$ cat config.mk
export PLATFORM = sky130hd
export DESIGN_NAME = comparator_mode_irq_ctrl
export DESIGN_NICKNAME = d
export VERILOG_FILES = /design/src/logic/cmp_pkg.sv /design/src/logic/cmp_sync.sv /design/src/logic/comparator_mode_irq_ctrl.sv
export SDC_FILE = /design/constraint.sdc
export NUM_CORES = 1
export LEC_CHECK = 0
export BUFFER_PORTS_ARGS = -buffer_cell sky130_fd_sc_hd__buf_2
export CELL_PAD_IN_SITES_DETAIL_PLACEMENT = 0
export CELL_PAD_IN_SITES_GLOBAL_PLACEMENT = 1
export CORE_AREA = 2 2 55 109
export CTS_CLUSTER_SIZE = 20
export DETAILED_ROUTE_END_ITERATION = 8
export DIE_AREA = 0 0 57 111
export GPL_ROUTABILITY_DRIVEN = 0
export PLACE_DENSITY_LB_ADDON = 0.1
export SETUP_SLACK_MARGIN = 0.3
export SYNTH_ARGS = -nofsm -noshare
export SYNTH_HDL_FRONTEND = slang
export SYNTH_HIERARCHICAL = 1
export SYNTH_SLANG_ARGS = --single-unit
$ cat constraint.sdc
create_clock -name clock -period 3.74 [get_ports clock]
set_input_delay 0 -clock clock [delete_from_list [all_inputs] [get_ports clock]]
set_output_delay 0 -clock clock [all_outputs]
set_load 0.01 [all_outputs]
$ cat src/logic/cmp_pkg.sv
// constants shared by the comparator mode and interrupt control logic
// assumes an 8-bit special-function register port with paged access
package cmp_pkg;
    localparam int          NUM_CMP         = 3;
    localparam int          DATA_W          = 8;
    localparam int          ADDR_W          = 8;
    // paged per-comparator registers, page 1..3 selects comparator 0..2
    localparam logic [7:0]  ADDR_CTRL       = 8'h88;
    localparam logic [7:0]  ADDR_MODE       = 8'h89;
    localparam logic [7:0]  PAGE_CMP0       = 8'h01;
    // global registers, page 0
    localparam logic [7:0]  PAGE_GLOBAL     = 8'h00;
    localparam logic [7:0]  ADDR_XIE        = 8'hC0;
    localparam logic [7:0]  ADDR_IRQ_STATUS = 8'hC1;
    localparam logic [7:0]  ADDR_IRQ_MASK   = 8'hC2;
    // mode register layout
    localparam int          MODE_RIE_BIT    = 5;
    localparam int          MODE_FIE_BIT    = 4;
    localparam int          MODE_FLD_LSB    = 0;
    localparam logic [7:0]  MODE_WMASK      = 8'h33;
    localparam logic [7:0]  MODE_RESET      = 8'h02;
    // control register layout
    localparam int          CTRL_ON_BIT     = 7;
    localparam int          CTRL_OUT_BIT    = 6;
    localparam int          CTRL_RIF_BIT    = 5;
    localparam int          CTRL_FIF_BIT    = 4;
    // cycles after reset before synchronised samples are trusted; the previous-sample
    // register only holds a real pin value after three edges, fewer gives a false edge
    localparam logic [1:0]  SETTLE_CYCLES   = 2'h3;
endpackage

$ cat src/logic/cmp_sync.sv
// two-stage synchroniser for the asynchronous comparator results
// assumes one system clock; first stage feeds only the second
`timescale 1ns/10ps
module cmp_sync
(
    input  wire logic                          clock,    // system clock
    input  wire logic                          arst_n,   // async reset, active low
    input  wire logic [cmp_pkg::NUM_CMP-1:0]   async_in, // raw comparator outputs
    output logic      [cmp_pkg::NUM_CMP-1:0]   sync_out  // synchronised outputs
);
    import cmp_pkg::*;

    logic [NUM_CMP-1:0] meta_r;

    always_ff @(posedge clock or negedge arst_n)
    begin
        if (!arst_n)
        begin
            meta_r   <= '0;
            sync_out <= '0;
        end
        else
        begin
            meta_r   <= async_in;
            sync_out <= meta_r;
        end
    end
endmodule

$ cat src/logic/comparator_mode_irq_ctrl.sv
// control logic of three analog comparators: mode registers, edge flags, interrupts
// assumes a one-cycle register port on the system clock and a page input from the same domain
`timescale 1ns/10ps
module comparator_mode_irq_ctrl
(
    input  wire logic                                 clock,          // system clock, 100 MHz
    input  wire logic                                 arst_n,         // async reset, active low
    input  wire logic [7:0]                           sfr_page,       // active register page
    input  wire logic [cmp_pkg::ADDR_W-1:0]           addr,           // register address
    input  wire logic [cmp_pkg::DATA_W-1:0]           wdata,          // write data
    input  wire logic                                 wr_en,          // write strobe
    input  wire logic                                 rd_en,          // read strobe
    output logic      [cmp_pkg::DATA_W-1:0]           rdata,          // read data, cycle after rd_en
    input  wire logic [cmp_pkg::NUM_CMP-1:0]          comparator_raw, // async comparator outputs
    output logic      [cmp_pkg::NUM_CMP-1:0][1:0]     response_mode,  // response time select
    output logic      [cmp_pkg::NUM_CMP-1:0]          comparator_on,  // comparator enables
    output logic      [cmp_pkg::NUM_CMP-1:0]          pin_out,        // results toward port pins
    output logic      [cmp_pkg::NUM_CMP-1:0]          cmp_irq,        // per-comparator requests
    output logic                                      irq             // combined level interrupt
);
    import cmp_pkg::*;

    // one-hot comparator selected by page and address
    function automatic logic [NUM_CMP-1:0] cmp_select(input logic [7:0] page, input logic [7:0] a,
                                                      input logic [7:0] target);
        logic [NUM_CMP-1:0] sel;
        sel = '0;
        for (int i = 0; i < NUM_CMP; i++)
            sel[i] = (page == 8'(PAGE_CMP0 + 8'(i))) && (a == target);
        return sel;
    endfunction

    function automatic logic glb_select(input logic [7:0] page, input logic [7:0] a,
                                        input logic [7:0] target);
        return (page == PAGE_GLOBAL) && (a == target);
    endfunction

    logic [NUM_CMP-1:0][7:0] mode_r;
    logic [NUM_CMP-1:0]      on_r;
    logic [NUM_CMP-1:0]      rif_r;
    logic [NUM_CMP-1:0]      fif_r;
    logic [NUM_CMP-1:0]      xie_r;
    logic [NUM_CMP-1:0]      status_r;
    logic [NUM_CMP-1:0]      mask_r;
    logic [NUM_CMP-1:0]      result_sync;
    logic [NUM_CMP-1:0]      result_prev_r;
    logic [1:0]              settle_r;
    logic                    settled;
    logic [NUM_CMP-1:0]      mode_wr;
    logic [NUM_CMP-1:0]      ctrl_wr;
    logic [NUM_CMP-1:0]      mode_sel;
    logic [NUM_CMP-1:0]      ctrl_sel;
    logic [NUM_CMP-1:0]      rise_pulse;
    logic [NUM_CMP-1:0]      fall_pulse;
    logic [NUM_CMP-1:0]      rise_en;
    logic [NUM_CMP-1:0]      fall_en;
    logic [NUM_CMP-1:0]      new_req;
    logic                    status_rd;
    logic [DATA_W-1:0]       rd_mux;
    logic [DATA_W-1:0]       rdata_r;

    ////////////////////////////////////////////////////////////////////////////////
    // decode

    assign mode_sel  = cmp_select(sfr_page, addr, ADDR_MODE);
    assign ctrl_sel  = cmp_select(sfr_page, addr, ADDR_CTRL);
    assign mode_wr   = wr_en ? mode_sel : '0;
    assign ctrl_wr   = wr_en ? ctrl_sel : '0;
    assign status_rd = rd_en && glb_select(sfr_page, addr, ADDR_IRQ_STATUS);

    ////////////////////////////////////////////////////////////////////////////////
    // mode registers

    always_ff @(posedge clock or negedge arst_n)
    begin
        if (!arst_n)
            mode_r <= {NUM_CMP{MODE_RESET}};
        else
        begin
            for (int i = 0; i < NUM_CMP; i++)
                if (mode_wr[i])
                    mode_r[i] <= wdata & MODE_WMASK;
        end
    end

    always_comb
    begin
        for (int i = 0; i < NUM_CMP; i++)
        begin
            response_mode[i] = mode_r[i][MODE_FLD_LSB +: 2];
            rise_en[i]       = mode_r[i][MODE_RIE_BIT];
            fall_en[i]       = mode_r[i][MODE_FIE_BIT];
        end
    end

    ////////////////////////////////////////////////////////////////////////////////
    // result synchronisation and edge detection

    cmp_sync u_sync
    (
        .clock    (clock),
        .arst_n   (arst_n),
        .async_in (comparator_raw),
        .sync_out (result_sync)
    );

    // blocks a false edge while the previous-sample register still holds its reset value
    always_ff @(posedge clock or negedge arst_n)
    begin
        if (!arst_n)
            settle_r <= '0;
        else if (settle_r != SETTLE_CYCLES)
            settle_r <= settle_r + 2'h1;
    end

    assign settled = (settle_r == SETTLE_CYCLES);

    always_ff @(posedge clock or negedge arst_n)
    begin
        if (!arst_n)
            result_prev_r <= '0;
        else
            result_prev_r <= result_sync;
    end

    assign rise_pulse = settled ? (result_sync & ~result_prev_r) : '0;
    assign fall_pulse = settled ? (~result_sync & result_prev_r) : '0;

    ////////////////////////////////////////////////////////////////////////////////
    // control: enable and sticky edge flags, a set wins over a software clear

    always_ff @(posedge clock or negedge arst_n)
    begin
        if (!arst_n)
        begin
            on_r  <= '0;
            rif_r <= '0;
            fif_r <= '0;
        end
        else
        begin
            for (int i = 0; i < NUM_CMP; i++)
            begin
                if (ctrl_wr[i])
                    on_r[i] <= wdata[CTRL_ON_BIT];
                rif_r[i] <= rise_pulse[i] | (ctrl_wr[i] ? wdata[CTRL_RIF_BIT] : rif_r[i]);
                fif_r[i] <= fall_pulse[i] | (ctrl_wr[i] ? wdata[CTRL_FIF_BIT] : fif_r[i]);
            end
        end
    end

    assign comparator_on = on_r;
    assign pin_out       = on_r & result_sync;

    ////////////////////////////////////////////////////////////////////////////////
    // interrupts

    assign cmp_irq = xie_r & ((rif_r & rise_en) | (fif_r & fall_en));
    assign new_req = xie_r & ((rise_pulse & rise_en) | (fall_pulse & fall_en));

    always_ff @(posedge clock or negedge arst_n)
    begin
        if (!arst_n)
        begin
            xie_r  <= '0;
            mask_r <= '0;
        end
        else
        begin
            if (wr_en && glb_select(sfr_page, addr, ADDR_XIE))
                xie_r <= wdata[NUM_CMP-1:0];
            if (wr_en && glb_select(sfr_page, addr, ADDR_IRQ_MASK))
                mask_r <= wdata[NUM_CMP-1:0];
        end
    end

    // read clears, but an event in the same cycle survives
    always_ff @(posedge clock or negedge arst_n)
    begin
        if (!arst_n)
            status_r <= '0;
        else
            status_r <= new_req | (status_rd ? '0 : status_r);
    end

    assign irq = |(status_r & mask_r);

    ////////////////////////////////////////////////////////////////////////////////
    // read path, data valid only in the cycle after the strobe

    always_comb
    begin
        rd_mux = '0;
        if (glb_select(sfr_page, addr, ADDR_XIE))
            rd_mux = DATA_W'(xie_r);
        else if (glb_select(sfr_page, addr, ADDR_IRQ_STATUS))
            rd_mux = DATA_W'(status_r);
        else if (glb_select(sfr_page, addr, ADDR_IRQ_MASK))
            rd_mux = DATA_W'(mask_r);
        else
        begin
            for (int i = 0; i < NUM_CMP; i++)
            begin
                if (mode_sel[i])
                    rd_mux = mode_r[i] & MODE_WMASK;
                else if (ctrl_sel[i])
                begin
                    rd_mux[CTRL_ON_BIT]  = on_r[i];
                    rd_mux[CTRL_OUT_BIT] = result_sync[i];
                    rd_mux[CTRL_RIF_BIT] = rif_r[i];
                    rd_mux[CTRL_FIF_BIT] = fif_r[i];
                end
            end
        end
    end

    always_ff @(posedge clock or negedge arst_n)
    begin
        if (!arst_n)
            rdata_r <= '0;
        else
            rdata_r <= rd_en ? rd_mux : '0;
    end

    assign rdata = rdata_r;

    ////////////////////////////////////////////////////////////////////////////////
    // checks

    logic mode_written_r;

    always_ff @(posedge clock or negedge arst_n)
    begin
        if (!arst_n)
            mode_written_r <= 1'b0;
        else if (|mode_wr)
            mode_written_r <= 1'b1;
    end
endmodule

==> reports/results.txt, run 1 <==
Congestion Overflow GR = 0
final worst path period need = 1700 ps
Non-Filler Instances = 335
global-route wire length before repair = 9.72 mm
Yosys cell types = 46
number of nets in the layout = 305
R2R setup slack = 2260 ps
All-Layer GR Usage = 19.9%
Post-CTS Setup Inserts = 0
clock buffer depth = 2
setup TNS = 0 ps
IO buf count = 51
I/O pins = 55
RR Endpoint = rdata[1]
Hold Path Origin = wdata[0]
H-tree levels = 2
Syn-to-layout area delta = 19.5%
maximum VDD drop = 0.373 mV
DRC viols = 0
failing checks = negative hold slack
RR Startpoint = response_mode[1]
status = finished, violations left
# fillers = 551
via/cell ratio = 5.69
most frequent cells after synthesis = dfrtp_1 (45), mux2_2 (19), nor2_1 (17), nand2_1 (13), o21ai_0 (10)
WP data arrival = 1870 ps
CP max stage delay = 660 ps
top cell type by total area after synthesis = dfrtp_1
placed cells = 321
Post-Route Skew = 4.15 ps
Critical Path Fanout Max = 5
Ant. Diodes = 0
WHS Endpoint = mask_r[0]
DPL Wire Length = 4.38 mm
slowest CP cell = nor3_1
final setup vio count = 0
startpoint types = input port
CTS tree = done
R2R depth = 3
DRT Pass-1 Iters = 4
# hold bufs at CTS = 6
vias in the first global route = 1,927
Max Cap Viol = 0
prevailing post-synth register cell = dfrtp_1
fin. max-slew vios = 0
Starting DRT DRC Count = 46
FP Rows = 39
largest net degree at the start of global routing = 49
worst slew pin tran = 1060 ps
most frequent cell after synthesis = dfrtp_1
WHS Path Cells = 2
HP Class = input port to flop
sequential share of the synthesized area = 49.8%
Post-synth EDFFs = 0
Rel. slew slack = 29.3%
Avg Cell Area, Syn = 11.0 µm²
synthesized flop and latch total = 48
Cells after Synth = 221
ranking of synthesized cells by area = dfrtp_1 (47%), mux2_2 (8.8%), dfstp_2 (3.3%)
FFs w/ async S/R, synth = 100%
Post-DRT Antenna Nets = 0
RSZ-0062 raised after global routing = no
DIE WIDTH = 57 µm
final WL = 5.78 mm
Yosys Warn Count = 6
clock-pin slew on the worst setup and hold paths = 60 ps
DR WL/cell = 17.2 µm
critical path type = input port to flop
fmax = 0.589 GHz
Tcrit/Tclk final = 45.4%
Min Hold Slack = -6.29 ps
Starting Density = 43.5%
crit path cell chain = buf_2 > nor4b_1 > nand3_1 > nor3_1 > mux2_2
static leakage = 1.34 nW
CTS Buf Count = 5
Yosys top cell area share = 46.5%
CTS root buf = clkbuf_16
Cell Pwr Density = 367 nW/µm²
die height = 111 µm
vias = 1,907
CTS resizes = 0
Worst setup EP type = flop
Clock Latency Late Sink = 290 ps
count of final hold-check violations = 1
CORE AREA = 5560 µm²
largest delay contributor family on the critical path = simple AND/OR/NAND/NOR gates
Crit path buffers/inverters = 1
CTS Sinks = 48
Req. time, crit path = 3920 ps
Mapped Area = 2420 µm²
initial antenna violation count = 0
die area = 6330 µm²
share of cells above drive strength 1 = 31.4%
syn nets = 253
fin util = 52.0%
-- power by group --
group          total (mW)  internal [mW]  leakage [nW]  switching, mW
registers           0.529          0.524         0.597        0.00503
logic              0.0732         0.0289         0.666         0.0443
clock network       0.461          0.267        0.0772          0.194
-- final cells by class --
cell class	instances	area, µm²	share of cell area [%]
well taps	61	76.3	2.64
repair buffers	57	315	10.9
clock buffers	6	139	4.80
inverters	7	26.3	0.908
multi-input cells	154	1120	38.7
clock inverters	2	13.8	0.476
flip-flops and latches	48	1200	41.6
-- per-layer routing --
metal / wire length, µm / global-route usage (%) / vias up
met5: 0 / 0 / -
met4: 169 / 8.99 / 0
met3: 227 / 3.15 / 12
met2: 3000 / 33.6 / 51
met1: 2380 / 24.2 / 929
li1: - / - / 915
-- cell usage in the layout (no fill, tap or decap), types with 4 or more instances in the layout --
cell            n
a211oi_1        4
and2_1          4
and3b_1         4
buf_2          51
clkbuf_16       5
dfrtp_1        45
dlygate4sd3_1   6
inv_1           7
mux2_2         19
mux2i_1         7
nand2_1        13
nand3_1         5
nand3b_1        4
nor2_1         17
nor2b_1         8
nor3_1          7
nor4_1          5
o21ai_0        10
-- per-stage QoR --
step	instance area, µm²	total power [mW]	setup slack, ps
2_1_floorplan	2420	0.569	2090
4_1_cts	2890	1.07	2030
5_1_grt	2890	1.10	1910
3_3_place_gp	2680	0.607	1760
3_5_place_dp	2680	0.608	1740
6_report	2890	1.06	2040
-- state kept, by name, summed over array words and instances, names as in the netlist --
signal and count:
fif_r 3, result_prev_r 3, u_sync/meta_r 3, status_r 3
fall_en 3, response_mode 6, mask_r 3, rdata 7
xie_r 3, settle_r 2, rif_r 3, mode_r 3
u_sync/sync_out 3, comparator_on 3
-- worst max path at each step --
stage	startpoint	to	slack (ps)	depth (start not counted)
6_report	addr[2]	response_mode[2]	2040	5
5_1_grt	addr[2]	fall_en[1]	1910	5
4_1_cts	addr[2]	fall_en[0]	2030	5
3_5_place_dp	addr[2]	response_mode[2]	1740	5
3_3_place_gp	addr[2]	response_mode[0]	1760	5
2_1_floorplan	sfr_page[3]	mask_r[0]	2090	4
-- cell families after synthesis --
kind of cell | after synthesis | synth area share, %
AND/OR/NAND/NOR | 88 | 22.0
flip-flops | 48 | 49.8
adder cells (fa/ha/maj) | 1 | 0.517
XOR/XNOR | 1 | 0.362
AO/OA/AOI/OAI | 34 | 10.1
buffers and inverters | 19 | 4.03
other | 1 | 0.155
multiplexers | 29 | 13.1
Note: power is estimated with default switching activity, not from simulation.
==> run 2: changes to the inputs <==
--- a/config.mk
+++ b/config.mk
@@ -8,10 +8,10 @@
 export BUFFER_PORTS_ARGS = -buffer_cell sky130_fd_sc_hd__buf_2
 export CELL_PAD_IN_SITES_DETAIL_PLACEMENT = 0
 export CELL_PAD_IN_SITES_GLOBAL_PLACEMENT = 1
-export CORE_AREA = 2 2 55 109
+export CORE_AREA = 2 2 60 118
 export CTS_CLUSTER_SIZE = 20
 export DETAILED_ROUTE_END_ITERATION = 8
-export DIE_AREA = 0 0 57 111
+export DIE_AREA = 0 0 62 120
 export GPL_ROUTABILITY_DRIVEN = 0
 export PLACE_DENSITY_LB_ADDON = 0.1
 export SETUP_SLACK_MARGIN = 0.3
==> constraint.sdc (replaced) <==
create_clock -name clock -period 1.5 [get_ports clock]
set_input_delay 0 -clock clock [delete_from_list [all_inputs] [get_ports clock]]
set_output_delay 0 -clock clock [all_outputs]
set_load 0.01 [all_outputs]
==> reports/results.txt, run 2 (synthesis gave the netlist of run 1 again) <==
status = finished clean
static leakage = 1.86 nW (+38%)
CTS Sinks = 48 (unchanged)
maximum VDD drop = 0.683 mV (+83%)
CTS tree = done
startpoint types = input port
CP max stage delay = 550 ps (-110 ps)
RR Startpoint = rif_r[1]
Min Hold Slack = 52.9 ps (+59.1 ps)
CTS root buf = clkbuf_16
Post-Route Skew = 3.29 ps (-0.865 ps)
Max Cap Viol = 0 (unchanged)
Congestion Overflow GR = 0 (unchanged)
Ant. Diodes = 0 (unchanged)
count of final hold-check violations = 0 (-1)
clock power share = 41.1% (-2.2 points)
die height = 120 µm (+8.1%)
vias = 2,214 (+16%)
H-tree levels = 2 (unchanged)
die area = 7440 µm² (+18%)
Hold Path Origin = rd_en
Flop pwr share = 47.2% (-2.6 points)
fin. max-slew vios = 0 (unchanged)
Worst setup EP type = flop
share of cells above drive strength 1 = 56.3% (+25 points)
Rel. slew slack = 59.5% (+30 points)
Worst Setup SP = sfr_page[3]
Starting Density = 36.9% (-6.7 points)
slowest CP cell = or4_4
most frequent cells in the layout = dfrtp_1 (45), buf_2 (45), buf_4 (45), buf_6 (26), mux2_4 (20)
largest delay contributor family on the critical path = simple AND/OR/NAND/NOR gates
Tcrit/Tclk final = 99.8%
final WL = 7.57 mm (+31%)
R2R setup slack = 140 ps (-2120 ps)
Post-DP Area = 3260 µm² (+22%)
Critical Path Fanout Max = 3 (-2)
sw frac = 23.8% (+0.92 points)
RR Endpoint = rdata[5]
setup TNS = 0 ps (unchanged)
RSZ-0062 raised after global routing = yes
Non-Filler Instances = 429 (+28%)
NetSw = 664 µW (+170%)
All-Layer GR Usage = 21.5% (+1.6 points)
initial antenna violation count = 0 (unchanged)
Logic pwr share = 11.7% (+4.8 points)
FP Rows = 42 (+7.7%)
crit path cell chain = buf_6 > or4_4 > nor4_4 > buf_4 > and4b_2 > mux2_4
Clock Latency Late Sink = 290 ps (about the same)
via/cell ratio = 5.16 (-9.3%)
largest net degree at the start of global routing = 26 (-47%)
CTS Buf Count = 5 (unchanged)
DPL Wire Length = 5.51 mm (+26%)
design area = 3960 µm² (+37%)
global-route wire length before repair = 11.6 mm (+19%)
max reg flops = 7 (unchanged)
DR WL/cell = 17.6 µm (+2.3%)
R2R depth = 4 (+1)
Cell Int Power = 2.13 mW (+160%)
Cell Pwr Density = 706 nW/µm² (+92%)
worst slew pin tran = 608 ps (-453 ps)
I/O pins = 55 (unchanged)
clock buffer depth = 2 (unchanged)
fmax = 0.668 GHz
final setup vio count = 0 (unchanged)
WHS Endpoint = rdata[2]
vias in the first global route = 2,246 (+17%)
fin util = 60.2% (+8.2 points)
Register Area = 1200 µm² (unchanged)
WHS Path Cells = 2 (unchanged)
multi-input logic area = 1510 µm² (+35%)
Syn-to-layout area delta = 63.5%
placed cells = 394 (+23%)
Post-DRT Antenna Nets = 0 (unchanged)
HP Class = input port to flop
DRC viols = 0 (unchanged)
clock-pin slew on the worst setup and hold paths = 60 ps (about the same)
number of nets in the layout = 372 (+22%)
Crit path buffers/inverters = 2 (+1)
Req. time, crit path = 1680 ps (-2240 ps)
WP data arrival = 1670 ps (-200 ps)
CORE AREA = 6570 µm² (+18%)
DRT Pass-1 Iters = 4 (unchanged)
DIE WIDTH = 62 µm (+8.8%)
final worst path period need = 1500 ps
# fillers = 572 (+3.8%)
IO buf count = 51 (unchanged)
Starting DRT DRC Count = 81 (+76%)
critical path type = input port to flop
-- run 2: cell count changes in the layout (fill, tap and decap cells not counted), moves of 4 or more --
| cell | previous run | this run |
|---|---|---|
| buf_6 | 0 | 26 |
| nor4_1 | 5 | 1 |
| nor3_1 | 7 | 0 |
| mux2_2 | 19 | 2 |
| buf_2 | 51 | 45 |
| buf_4 | 0 | 45 |
| o21ai_0 | 10 | 5 |
| nor3_4 | 0 | 6 |
| mux2_4 | 0 | 20 |
-- run 2: metal layers --
| metal | track usage, % | share of wire (%) | up-vias | routed length, µm |
|---|---|---|---|---|
| li1 | - | - | 1042 | - |
| met1 | 24.2 | 37 | 1084 | 2780 |
| met2 | 36.4 | 55 | 66 | 4130 |
| met3 | 3.34 | 3.2 | 22 | 242 |
| met4 | 11.8 | 5.5 | 0 | 418 |
| met5 | 0 | 0 | - | 0 |
-- run 2: layout make-up --
type	instances	share of cell area, %
Multi-Input combinational cell	154	38.1
Sequential cell	48	30.4
Timing Repair Buffer	124	24.2
Clock buffer	6	3.51
Tap cell	88	2.78
Inverter	7	0.664
Clock inverter	2	0.348
-- run 2: worst register-to-register path, stage by stage, from the launching register on --
cell,delay (ps)
dfrtp_1,350
or3b_4,390
a31oi_4,230
o21ai_2,90
a211oi_2,210
-- run 2: stage by stage --
stage	setup slack [ps]	power, mW
floorplan	-122	1.44
global placement	-324	1.61
detailed placement	-344	1.61
CTS	27.3	2.81
global route	-6.02	2.92
finish	3.52	2.79
-- run 2: worst max-delay path by stage --
| stage | to | slack [ps] | cells after the start |
|---|---|---|---|
| after global placement | mask_r[2] | -320 | 6 |
| after detailed placement | mask_r[2] | -340 | 6 |
| after floorplan | mask_r[0] | -120 | 4 |
| after CTS | mask_r[0] | 30 | 6 |
| after global routing | mask_r[0] | -6 | 6 |
| final | mask_r[0] | 4 | 6 |
-- run 2: timing repair --
| action | CTS | global route |
|---|---|---|
| hold endpoints to repair | 28 | 0 |
| setup endpoints to repair | 41 | 40 |
| setup buffers | 13 | 8 |
| hold buffers | 6 | 0 |
| gates resized for setup | 46 | 28 |
| pin swaps | 23 | 17 |
-- run 2: power by group through the flow --
stage               logic, mW  registers, mW  clock network, mW
finish                  0.327           1.32               1.15
detailed placement      0.268           1.34                  0
floorplan              0.0986           1.34                  0
global placement        0.266           1.34                  0
global route            0.353           1.32               1.25
CTS                     0.306           1.32               1.18
==> run 3: changes to the inputs <==
==> constraint.sdc (replaced) <==
create_clock -name clock -period 1.5 [get_ports clock]
set_input_delay 0.15 -clock clock [delete_from_list [all_inputs] [get_ports clock]]
set_output_delay 0.15 -clock clock [all_outputs]
set_load 0.01 [all_outputs]
==> reports/results.txt, run 3 (synthesis gave the netlist of run 1 again) <==
status = finished, violations left
failing checks = negative setup slack
DR WL/cell = 18.1 µm (+2.5%)
CORE AREA = 6570 µm² (unchanged)
Register Area = 1210 µm² (+0.52%)
vias in the first global route = 2,406 (+7.1%)
DPL Wire Length = 5.54 mm (+0.57%)
multi-input logic area = 1520 µm² (+0.50%)
setup TNS = -299 ps (-299 ps)
Max Cap Viol = 0 (unchanged)
maximum VDD drop = 0.656 mV (-3.9%)
I/O pins = 55 (unchanged)
IO buf count = 51 (unchanged)
Req. time, crit path = 1680 ps (about the same)
commonest non-fill, non-tap cell in the layout = buf_4
Clock Latency Late Sink = 290 ps (about the same)
CP max stage delay = 550 ps (about the same)
fmax = 0.635 GHz (-4.9%)
CTS Buf Count = 5 (unchanged)
CTS root buf = clkbuf_16
DIE WIDTH = 62 µm (unchanged)
Post-DRT Antenna Nets = 0 (unchanged)
Congestion Overflow GR = 0 (unchanged)
Tcrit/Tclk final = 105% (+5.1 points)
clock-pin slew on the worst setup and hold paths = 60 ps (about the same)
HP Class = input port to flop
Syn-to-layout area delta = 64.0%
FP Rows = 42 (unchanged)
final WL = 7.79 mm (+3.0%)
Post-Route Skew = 3.52 ps (+0.233 ps)
pre-CTS setup slack = -439 ps (-95.3 ps)
final setup vio count = 6 (+6)
design area = 3970 µm² (+0.32%)
# fillers = 564 (-1.4%)
RSZ-0062 raised after global routing = yes
WP data arrival = 1750 ps (+80 ps)
Cell Pwr Density = 694 nW/µm² (-1.7%)
most frequent cells in the layout = buf_4 (52), buf_2 (46), dfrtp_1 (40), buf_6 (20), mux2_4 (18)
Crit path buffers/inverters = 1 (-1)
largest net degree at the start of global routing = 38 (+46%)
Starting Density = 36.9% (unchanged)
die height = 120 µm (unchanged)
initial antenna violation count = 0 (unchanged)
CTS Sinks = 48 (unchanged)
Ant. Diodes = 0 (unchanged)
share of cells above drive strength 1 = 57.7% (+1.4 points)
final worst path period need = 1570 ps (+77.2 ps)
Starting DRT DRC Count = 96 (+19%)
Setup WS post-layout = -73.7 ps (-77.2 ps)
static leakage = 1.86 nW (+0.23%)
max reg flops = 7 (unchanged)
Critical Path Fanout Max = 3 (unchanged)
number of nets in the layout = 374 (+0.54%)
critical path type = input port to flop
fin. max-slew vios = 0 (unchanged)
global-route wire length before repair = 12.1 mm (+4.5%)
CTS tree = done
vias = 2,263 (+2.2%)
H-tree levels = 2 (unchanged)
Worst setup EP type = flop
DRC viols = 0 (unchanged)
die area = 7440 µm² (unchanged)
startpoint types = input port
Post-DP Area = 3270 µm² (+0.42%)
All-Layer GR Usage = 23.0% (+1.4 points)
clock buffer depth = 2 (unchanged)
via/cell ratio = 5.25 (+1.7%)
crit path cell chain = buf_6 > or4_4 > nor4_4 > and4b_2 > mux2_4
largest delay contributor family on the critical path = simple AND/OR/NAND/NOR gates
count of final hold-check violations = 0 (unchanged)
DRT Pass-1 Iters = 4 (unchanged)
slowest CP cell = or4_4
run 3: cell count changes in the layout (fill, tap and decap cells not counted), moves of 3 or more:
cell     before  now
nor4_4        3    6
dfrtp_1      45   40
dfrtp_2       0    5
buf_6        26   20
buf_4        45   52
run 3: area by class of cell:
| class | count | area share, % |
|---|---|---|
| repair buffers | 126 | 24.3 |
| flip-flops and latches | 48 | 30.5 |
| clock inverters | 1 | 0.221 |
| multi-input cells | 154 | 38.2 |
| clock buffers | 7 | 3.34 |
| well taps | 88 | 2.77 |
| inverters | 7 | 0.662 |
run 3: path summary, 6_finish.rpt:
check                            startpoint                 end  slack (ps)  cells past startpoint
min in group asynchronous            arst_n            rdata[6]         290                      2
min reg2reg                u_sync/meta_r[1]  u_sync/sync_out[1]         350                      0
max in group asynchronous            arst_n    response_mode[5]         640                      3
max                             sfr_page[4]           mask_r[0]         -70                      5
max reg2reg                        rif_r[1]            rdata[5]         160                      4
min                                wdata[2]           mask_r[2]         110                      2
run 3: metal layers:
layer | vias to the layer above | global-route usage (%) | routed length [µm]
met5 | - | 0 | 0
met2 | 80 | 37.9 | 4130
met3 | 30 | 4.20 | 341
li1 | 1046 | - | -
met4 | 0 | 15.4 | 557
met1 | 1107 | 25.0 | 2760
run 3: power by group:
| part | switching, mW | internal [mW] | leakage (nW) |
|---|---|---|---|
| clock network | 0.480 | 0.623 | 0.0681 |
| logic | 0.172 | 0.161 | 1.20 |
| registers | 0.0106 | 1.31 | 0.591 |
run 3: worst reg2reg max path: cells and delay by family, from the launching register on:
kind | cells | cell delay (ps)
compound gates | 3 | 510
flops | 1 | 370
simple gates | 1 | 380
run 3: through the flow:
stage	power (mW)	util [%]	hold WS, ps	cells
5_1_grt	2.87	60.4	132	431
3_5_place_dp	1.61	49.8	59.1	392
3_3_place_gp	1.61	49.8	53.8	392
2_1_floorplan	1.44	-	-146	221
6_report	2.75	60.4	114	431
4_1_cts	2.77	58.3	115	422
run 3: timing repair:
| item | in CTS | in global routing |
|---|---|---|
| gates resized for setup | 59 | 12 |
| setup buffers | 18 | 9 |
| endpoints found under the setup margin | 44 | 44 |
| hold buffers | 4 | 0 |
| hold endpoints to repair | 14 | 0 |
| pin swaps | 22 | 15 |
